$ cat src/core/led_indicator_pkg.sv
// Purpose: constants for the bi-colour indicator controller
// Assumes: 40 MHz core clock
// Notes:   register map offsets chosen for this block
package led_indicator_pkg;
    localparam int unsigned CLK_HZ        = 40_000_000;
    localparam int unsigned HALF_BLINK_MS = 500;
    localparam int unsigned HALF_BLINK_CYC =
        CLK_HZ / 1000 * HALF_BLINK_MS;
    localparam int unsigned CNT_W         = 25;
    localparam logic [3:0] ADDR_LED_CTRL  = 4'h0;
    localparam logic [3:0] ADDR_GPIO_CFG  = 4'h4;
    localparam logic [3:0] ADDR_STATUS    = 4'h8;
    localparam logic [3:0] LED_CTRL_RST   = 4'h0;
    localparam logic [1:0] GPIO_CFG_RST   = 2'h3;
    localparam int unsigned BOOT_BIT      = 3;
    localparam int unsigned HUE_BIT       = 2;
    localparam logic [1:0] MODE_OFF       = 2'h0;
    localparam logic [1:0] MODE_BLINK     = 2'h1;
    localparam logic [1:0] MODE_OFF_ALT   = 2'h2;
    localparam logic [1:0] MODE_STEADY    = 2'h3;
    typedef enum logic [2:0] {
        PWR_S5      = 3'b000,
        PWR_S3_LOW  = 3'b001,
        PWR_S3_HOLD = 3'b011,
        PWR_S0_LOW  = 3'b010,
        PWR_S0_ON   = 3'b110
    } pwr_state_t;
endpackage

$ cat src/core/bicolor_led_state_control.sv
// Purpose: drives two active-low open-drain indicator pins from the
//          led control register and platform sleep/power-good inputs
// Assumes: inputs synchronous to core_clk; rst is standby reset,
//          main_rail_rst is the main-rail reset
// Notes:
//
// Added by the designer: the register offsets and the address-and-strobe port.
`timescale 1ns/1ps
module bicolor_led_state_control
    import led_indicator_pkg::*;
(
    input  wire logic       core_clk,
    input  wire logic       rst,
    input  wire logic       main_rail_rst,
    input  wire logic [3:0] reg_addr,
    input  wire logic [7:0] reg_wdata,
    input  wire logic       reg_wr,
    input  wire logic       reg_rd,
    output logic      [7:0] reg_rdata,
    input  wire logic       soft_off_sleep_n,
    input  wire logic       suspend_ram_sleep_n,
    input  wire logic       supply_power_good,
    input  wire logic       first_indicator_in,
    input  wire logic       second_indicator_in,
    output logic            first_indicator_out,
    output logic            first_indicator_oe,
    output logic            second_indicator_out,
    output logic            second_indicator_oe
);
    pwr_state_t       state_ff;
    pwr_state_t       nxt_state;
    logic [3:0]       led_ctrl_ff;
    logic [1:0]       gpio_inv_ff;
    logic [CNT_W-1:0] blink_cnt_ff;
    logic             blink_ph_ff;
    logic             drive1;
    logic             drive2;
    logic             pin1;
    logic             pin2;

    // active (lit) level per pin before polarity
    function automatic logic [1:0] lit_of(input logic [3:0] c,
                                          input logic       ph);
        logic [1:0] r;
        logic       on;
        r  = 2'b00;
        on = (c[1:0] == MODE_STEADY) || (c[1:0] == MODE_BLINK && ph);
        if (c[BOOT_BIT] == c[HUE_BIT]) begin
            if (on) r = c[HUE_BIT] ? 2'b10 : 2'b01;
        end else if (c[HUE_BIT]) begin
            if (c[1:0] == MODE_BLINK && ph) r = 2'b10;
            if (c[1:0] == MODE_STEADY) r = 2'b01;
        end else begin
            if (c[1:0] == MODE_BLINK && ph) r = 2'b01;
            if (c[1:0] == MODE_STEADY) r = 2'b10;
        end
        return r;
    endfunction

    // state decode from sleep and power-good inputs
    always_comb begin
        nxt_state = PWR_S5;
        if (!soft_off_sleep_n) nxt_state = PWR_S5;
        else if (!suspend_ram_sleep_n)
            nxt_state = supply_power_good ? PWR_S3_HOLD : PWR_S3_LOW;
        else
            nxt_state = supply_power_good ? PWR_S0_ON : PWR_S0_LOW;
    end

    always_ff @(posedge core_clk) begin
        if (rst) state_ff <= PWR_S5;
        else state_ff <= nxt_state;
    end

    // low bits owned by hardware except in S0 with power-good
    always_ff @(posedge core_clk) begin
        if (rst) begin
            led_ctrl_ff <= LED_CTRL_RST;
        end else begin
            case (nxt_state)
                PWR_S5: begin
                    led_ctrl_ff[2:0] <= {1'b0, MODE_OFF};
                end
                PWR_S3_LOW: begin
                    led_ctrl_ff[2:0] <= {1'b1, MODE_BLINK};
                end
                PWR_S0_LOW: begin
                    led_ctrl_ff[2:0] <= {1'b0, MODE_BLINK};
                end
                PWR_S3_HOLD: begin
                    led_ctrl_ff[2:0] <= led_ctrl_ff[2:0];
                end
                default: begin
                    if (reg_wr && reg_addr == ADDR_LED_CTRL)
                        led_ctrl_ff[2:0] <= reg_wdata[2:0];
                end
            endcase
            if (main_rail_rst)
                led_ctrl_ff[BOOT_BIT] <= 1'b0;
            else if (nxt_state == PWR_S0_ON && reg_wr
                     && reg_addr == ADDR_LED_CTRL)
                led_ctrl_ff[BOOT_BIT] <= reg_wdata[BOOT_BIT];
        end
    end

    // polarity bits, inverted by default
    always_ff @(posedge core_clk) begin
        if (rst) gpio_inv_ff <= GPIO_CFG_RST;
        else if (reg_wr && reg_addr == ADDR_GPIO_CFG)
            gpio_inv_ff <= reg_wdata[1:0];
    end

    // half-second blink timebase
    always_ff @(posedge core_clk) begin
        if (rst) begin
            blink_cnt_ff <= '0;
            blink_ph_ff  <= 1'b0;
        end else if (blink_cnt_ff == CNT_W'(HALF_BLINK_CYC - 1)) begin
            blink_cnt_ff <= '0;
            blink_ph_ff  <= ~blink_ph_ff;
        end else begin
            blink_cnt_ff <= blink_cnt_ff + 1'b1;
        end
    end

    always_comb begin
        {drive2, drive1} = lit_of(led_ctrl_ff, blink_ph_ff);
        pin1 = gpio_inv_ff[0] ? ~drive1 : drive1;
        pin2 = gpio_inv_ff[1] ? ~drive2 : drive2;
    end

    // open drain: drive only the low level
    always_ff @(posedge core_clk) begin
        if (rst) begin
            first_indicator_out  <= 1'b0;
            first_indicator_oe   <= 1'b0;
            second_indicator_out <= 1'b0;
            second_indicator_oe  <= 1'b0;
        end else begin
            first_indicator_out  <= 1'b0;
            first_indicator_oe   <= ~pin1;
            second_indicator_out <= 1'b0;
            second_indicator_oe  <= ~pin2;
        end
    end

    always_ff @(posedge core_clk) begin
        if (rst) begin
            reg_rdata <= 8'h00;
        end else if (reg_rd) begin
            if (reg_addr == ADDR_LED_CTRL)
                reg_rdata <= {4'h0, led_ctrl_ff};
            else if (reg_addr == ADDR_GPIO_CFG)
                reg_rdata <= {6'h00, gpio_inv_ff};
            else if (reg_addr == ADDR_STATUS)
                reg_rdata <= {3'h0, state_ff, second_indicator_in,
                              first_indicator_in};
            else
                reg_rdata <= 8'h00;
        end else begin
            reg_rdata <= 8'h00;
        end
    end
endmodule

$ cat config.mk
export PLATFORM = sky130hd
export DESIGN_NAME = bicolor_led_state_control
export DESIGN_NICKNAME = d
export VERILOG_FILES = /design/src/core/led_indicator_pkg.sv /design/src/core/bicolor_led_state_control.sv
export SDC_FILE = /design/constraint.sdc
export NUM_CORES = 1
export LEC_CHECK = 0
export BUFFER_PORTS_ARGS = -buffer_cell sky130_fd_sc_hd__buf_4
export CAP_MARGIN = 10
export CELL_PAD_IN_SITES_DETAIL_PLACEMENT = 0
export CELL_PAD_IN_SITES_GLOBAL_PLACEMENT = 1
export CORE_MARGIN = 1
export CORE_UTILIZATION = 40
export CTS_CLUSTER_DIAMETER = 60
export DETAILED_ROUTE_END_ITERATION = 6
export PLACE_DENSITY_LB_ADDON = 0.1
export SKIP_CTS_REPAIR_TIMING = 1
export SYNTH_ARGS = -nofsm -noshare
export SYNTH_HDL_FRONTEND = slang
export SYNTH_SLANG_ARGS = --single-unit
$ cat constraint.sdc
create_clock -name core_clk -period 3 [get_ports core_clk]
set_clock_uncertainty 0.2 [all_clocks]
set_input_delay 0.15 -clock core_clk [delete_from_list [all_inputs] [get_ports core_clk]]
set_output_delay 0.15 -clock core_clk [all_outputs]
set_load 0.02 [all_outputs]
==> results of run 1 <==
==> registers in the layout, summed over array words and instances, names as in the netlist <==
name,flops
led_ctrl_ff,4
state_ff,3
blink_ph_ff,1
second_indicator_oe,1
blink_cnt_ff,25
reg_rdata,5
gpio_inv_ff,2
first_indicator_oe,1
==> kinds of logic (layout without fill, tap and decap cells) <==
kind of cell               after synthesis  after routing  share of synthesized area
adders and majority gates                1              1                    0.00647
xor gates and xnor gates                13             13                     0.0589
other                                    1              5                    0.00194
muxes                                    5              5                     0.0259
and+or+nand+nor                        104            104                      0.304
AOI/OAI and AO/OA                       36             36                      0.118
buffers and inverters                   17             54                     0.0505
DFF                                     42             42                      0.435
==> metal layers <==
| layer | global-route usage | up-vias |
|---|---|---|
| met5 | 0 | - |
| met4 | 0.0697 | 0 |
| met3 | 0.0520 | 9 |
| met2 | 0.303 | 39 |
| met1 | 0.226 | 818 |
| li1 | - | 860 |
==> synth_stat cells, types with 5 or more instances <==
library cell  count  area [sq um]
a21oi_1          14          70.1
and4_1            6          52.6
buf_4             7          52.6
clkbuf_1          6          22.5
dfxtp_1          42           841
mux2i_1           5          50.1
nand2_1          15          56.3
nand2b_1          5          31.3
nand3_1           9          45.0
nand4_1           6          37.5
nor2_1           22          82.6
nor2b_1           6          37.5
nor3_1            6          30.0
o21ai_0          10          50.1
o31ai_1           5          37.5
or3_1             8          50.1
or4_1             6          45.0
xnor2_1           6          52.6
xor2_1            7          61.3
==> cells in the final DEF (no fill, tap or decap), drive strengths merged, types with 8 or more instances in the layout <==
master / netlist / layout
dfxtp: 42 / 42
buf: 8 / 24
nor2: 22 / 22
dlygate4sd3: 0 / 19
nand2: 15 / 15
a21oi: 14 / 14
o21ai: 10 / 10
nand3: 9 / 9
or3: 8 / 8
==> tightest hold or removal path, stage by stage <==
cell and delay [ns]:
buf_4 0.11, or4b_2 0.23, nor3_1 0.06
==> final timing paths <==
kind,start,cells after the start,slack [ns],end
max,reg_addr[1],7,0.41,led_ctrl_ff[3]
min reg2reg,blink_cnt_ff[0],1,0.27,blink_cnt_ff[0]
max reg2reg,blink_cnt_ff[13],4,0.60,blink_cnt_ff[3]
min,reg_rd,3,0.1,reg_rdata[3]
==> power groups by stage <==
stage | clock network, uW | registers [uW] | logic [uW]
2_1_floorplan | 0 | 584 | 38.6
3_3_place_gp | 0 | 584 | 58.4
3_5_place_dp | 0 | 584 | 59.9
4_1_cts | 387 | 571 | 60.1
5_1_grt | 413 | 572 | 84.6
6_report | 378 | 571 | 76.5
==> layout make-up <==
cell class	count	area, sq um	area share
multi-input cells	164	1010	0.423
repair buffers	43	370	0.155
well taps	52	65.1	0.0272
inverters	3	11.3	0.00471
flip-flops and latches	42	841	0.352
clock inverters	1	5.00	0.00209
clock buffers	7	86.3	0.0361
==> through the flow <==
stage | hold slack, ns | area [sq um] | utilization | worst slack, ns
floorplan | 0.0224 | 1950 | - | 0.956
detailed placement | 0.120 | 2110 | 0.468 | 0.632
global placement | 0.115 | 2110 | 0.468 | 0.694
global route | 0.0973 | 2390 | 0.531 | 0.355
CTS | -0.192 | 2200 | 0.488 | 0.605
finish | 0.0977 | 2390 | 0.531 | 0.413
==> impl_metrics.tcl, run 1 <==
set metrics [dict create \
    max_slew_margin 0.509 \
    syn-cell-area_sq_um 1930 \
    grt.overflow.total 0 \
    hold_path_class "input pin to flop" \
    pwr-share-clk 0.368 \
    via_per_inst 5.53 \
    layout.cells.non_filler 312 \
    fin_crit_sh 0.862 \
    die_y_um 71.5 \
    crit_path_cell_trace "dlygate4sd3_1 > buf_4 > or4_1 > nor3_1 > mux2i_1 > nor3_1 > dlygate4sd3_1" \
    antenna_cells 0 \
    ys.flop_type "dfxtp_1" \
    dp_cells 285 \
    clockBufferDepth 2 \
    io_buffer_count 24 \
    synth-edff-count 0 \
    syn-instance-count 219 \
    grt_max_degree 26 \
    status "finished clean" \
    switching_share 0.229 \
    crit_type "input pin to flop" \
    cts-root-buf "clkbuf_8" \
    finalHoldViolations 0 \
    start_util 0.429 \
    wire_per_inst_um 14.5 \
    grtUsageTotal 0.183 \
    place_congestion 0.784 \
    startpoint_type "input pin" \
    drc 0 \
    insertion_delay_ns 0.30 \
    grt_pass1_vias 1607 \
    cp_top_family "buffers and inverters" \
    critical_path_buf_inv_count 3 \
    ys_ff_latch 42 \
    yosysSeqAreaShare 0.435 \
    drive_gt1_frac 0.131 \
    leakage_uw 0.000844 \
    period_needed_ns 2.59 \
    crit_arrival_ns 2.57 \
    cts.sinks 42 \
    p_sw_uw 235 \
    comb_power_share 0.075 \
    async_reset_ff_frac 0 \
    fp.coreArea_sq_um 4500 \
    grt_pass1_wl_mm 7.27 \
    rsz0062_at_grt "no" \
    m1WireLength_mm 2.10 \
    drt-initial-drc-count 77 \
    rows 24 \
    drtPass1Iterations 4 \
    wirelength_mm 4.52 \
    area_growth_pct 23.5 \
    cts_tree "yes" \
    crit_slowest_cell "or4_1" \
    critPathMaxFanout 5 \
    cpPeakStageDelay_ns 0.62 \
    dp_hpwl_mm 3.11 \
    dieArea_sq_um 5120 \
    ys_warn_count 0 \
    cts_buffers 5 \
    worstSetupEndpointType "flop" \
    fmax_mhz 387 \
    fin_nets 282 \
    wl_met2_mm 2.14 \
    maxCapViolCount 0 \
    clk_pin_slew_ns 0.08 \
    critPathRequiredTime_ns 2.98 \
    power_uw 1030 \
    num_vias 1726 \
    tns_ns 0 \
    syn_avg_cell_area_sq_um 8.83 \
    synthDistinctLibCells 39 \
    internal_power_uw 791 \
    tightest_slew_ns 0.729 \
    slew_viol_final 0 \
    antenna_found_initial 0 \
    ctsHtreeMaxLevel 2 \
    dieWidth_um 71.5 \
    setup_viol 0 \
    io_pins 34 \
    met3_length_um 183 \
    p_per_area_nw_per_um2 429 \
    seq_power_share 0.557 \
    top_layer "met4" \
    fillCellCount 414 \
    ir_drop_uv 162 \
    final_antenna_net_count 0 \
]
Power figures use the tool's default switching activity.
==> inputs of run 2 (changes only) <==
--- a/config.mk
+++ b/config.mk
@@ -13,6 +13,7 @@
 export CORE_UTILIZATION = 40
 export CTS_CLUSTER_DIAMETER = 60
 export DETAILED_ROUTE_END_ITERATION = 6
+export MAX_ROUTING_LAYER = met4
 export PLACE_DENSITY_LB_ADDON = 0.1
 export SKIP_CTS_REPAIR_TIMING = 1
 export SYNTH_ARGS = -nofsm -noshare
==> impl_metrics.tcl, run 2 (synthesis results as in run 1) <==
set metrics [dict create \
    maxCapViolCount 0 \
    leakage_uw 0.000844 \
    critPathMaxFanout 5 \
    fmax_mhz 385 \
    num_vias 1708 \
    finalHoldViolations 0 \
    rr_startpoint "blink_cnt_ff[13]" \
    antenna_cells 0 \
    cts-root-buf "clkbuf_8" \
    hold_path_class "input pin to flop" \
    drc 0 \
    grtUsageTotal 0.188 \
    fin_nets 282 \
    start_util 0.429 \
    grt_pass1_vias 1607 \
    io_pins 34 \
    cts.sinks 42 \
    crit_arrival_ns 2.58 \
    max_slew_margin 0.507 \
    critPathRequiredTime_ns 2.98 \
    drtPass1Iterations 4 \
    top_register "blink_cnt_ff" \
    dieArea_sq_um 5120 \
    die_y_um 71.5 \
    placed_area_sq_um 2110 \
    grt_pass1_wl_mm 7.25 \
    ir_drop_uv 161 \
    fin_crit_sh 0.865 \
    setup_viol 0 \
    setup_ws_ns 0.405 \
    final_antenna_net_count 0 \
    clk_pin_slew_ns 0.08 \
    rows 24 \
    cts_buffers 5 \
    place_congestion 0.795 \
    period_needed_ns 2.60 \
    largest_register_ffs 25 \
    tightest_slew_ns 0.733 \
    mostFrequentLayoutCells "dfxtp_1, buf_4, nor2_1" \
    grt_max_degree 26 \
    final_common_cell "dfxtp_1" \
    grt.overflow.total 0 \
    r2r_end "blink_cnt_ff[3]" \
    clockBufferDepth 2 \
    wirelength_mm 4.53 \
    via_per_inst 5.47 \
    crit_type "input pin to flop" \
    fp.coreArea_sq_um 4500 \
    hold_path_end "reg_rdata[3]" \
    area_growth_pct 23.5 \
    fillCellCount 414 \
    top_regs "blink_cnt_ff (25), reg_rdata (5), led_ctrl_ff (4)" \
    antenna_found_initial 0 \
    drive_gt1_frac 0.131 \
    io_buffer_count 24 \
    ctsHtreeMaxLevel 2 \
    dp_hpwl_mm 3.11 \
    tns_ns 0 \
    reg2reg_slack_ns 0.60 \
    rsz0062_at_grt "no" \
    hold_slack_ns 0.0980 \
    power_uw 1020 \
    drt-initial-drc-count 78 \
    wire_per_inst_um 14.5 \
    startpoint_type "input pin" \
    fin_area_sq_um 2390 \
    p_per_area_nw_per_um2 429 \
    status "finished clean" \
    insertion_delay_ns 0.30 \
    min_from "reg_rd" \
    dieWidth_um 71.5 \
    worstSetupEndpointType "flop" \
    cts_tree "yes" \
    worstRegToRegCells 4 \
    worstHoldPathCells 3 \
    place_ws_ns 0.632 \
    slew_viol_final 0 \
]
==> run 2: cell counts in the layout (fill, tap and decap cells not counted) <==
No cell type changed its count.
==> run 2: through the flow <==
stage          utilization  cells
5_1_grt              0.531    312
3_5_place_dp         0.468    285
4_1_cts              0.488    293
3_3_place_gp         0.468    285
2_1_floorplan            -    223
6_report             0.531    312
==> run 2: per-layer routing <==
layer  vias to the layer above  GRT usage  wire length [um]
met2                        40      0.303              2130
li1                        856          -                 -
met4                         0     0.0697                93
met5                         -          -                 0
met3                        11     0.0520               195
met1                       801      0.226              2110
==> run 2: how the worst max path moves through the flow <==
stage,start,endpoint,slack (ns),cells past startpoint
3_3_place_gp,blink_cnt_ff[13],blink_cnt_ff[2],0.69,4
4_1_cts,blink_cnt_ff[13],blink_cnt_ff[3],0.60,4
6_report,reg_addr[1],led_ctrl_ff[3],0.40,7
5_1_grt,reg_addr[1],led_ctrl_ff[3],0.35,7
2_1_floorplan,blink_cnt_ff[9],blink_cnt_ff[21],0.96,6
3_5_place_dp,blink_cnt_ff[13],blink_cnt_ff[3],0.63,4
==> run 2: where the power goes <==
group	internal, uW	switching (uW)
combinational	40.0	36.5
sequential	565	6.18
clock	186	192
total	791	234
==> run 2: worst max-delay path, cell delays in order <==
cell	delay (ns)
dlygate4sd3_1	0.55
buf_4	0.14
or4_1	0.62
nor3_1	0.28
mux2i_1	0.23
nor3_1	0.06
dlygate4sd3_1	0.54
==> run 2: cell type report <==
| type | instances | area (sq um) | area share |
|---|---|---|---|
| Tap cell | 52 | 65.1 | 0.0272 |
| Timing Repair Buffer | 43 | 370 | 0.155 |
| Clock buffer | 7 | 86.3 | 0.0361 |
| Multi-Input combinational cell | 164 | 1010 | 0.423 |
| Clock inverter | 1 | 5.00 | 0.00209 |
| Sequential cell | 42 | 841 | 0.352 |
| Inverter | 3 | 11.3 | 0.00471 |
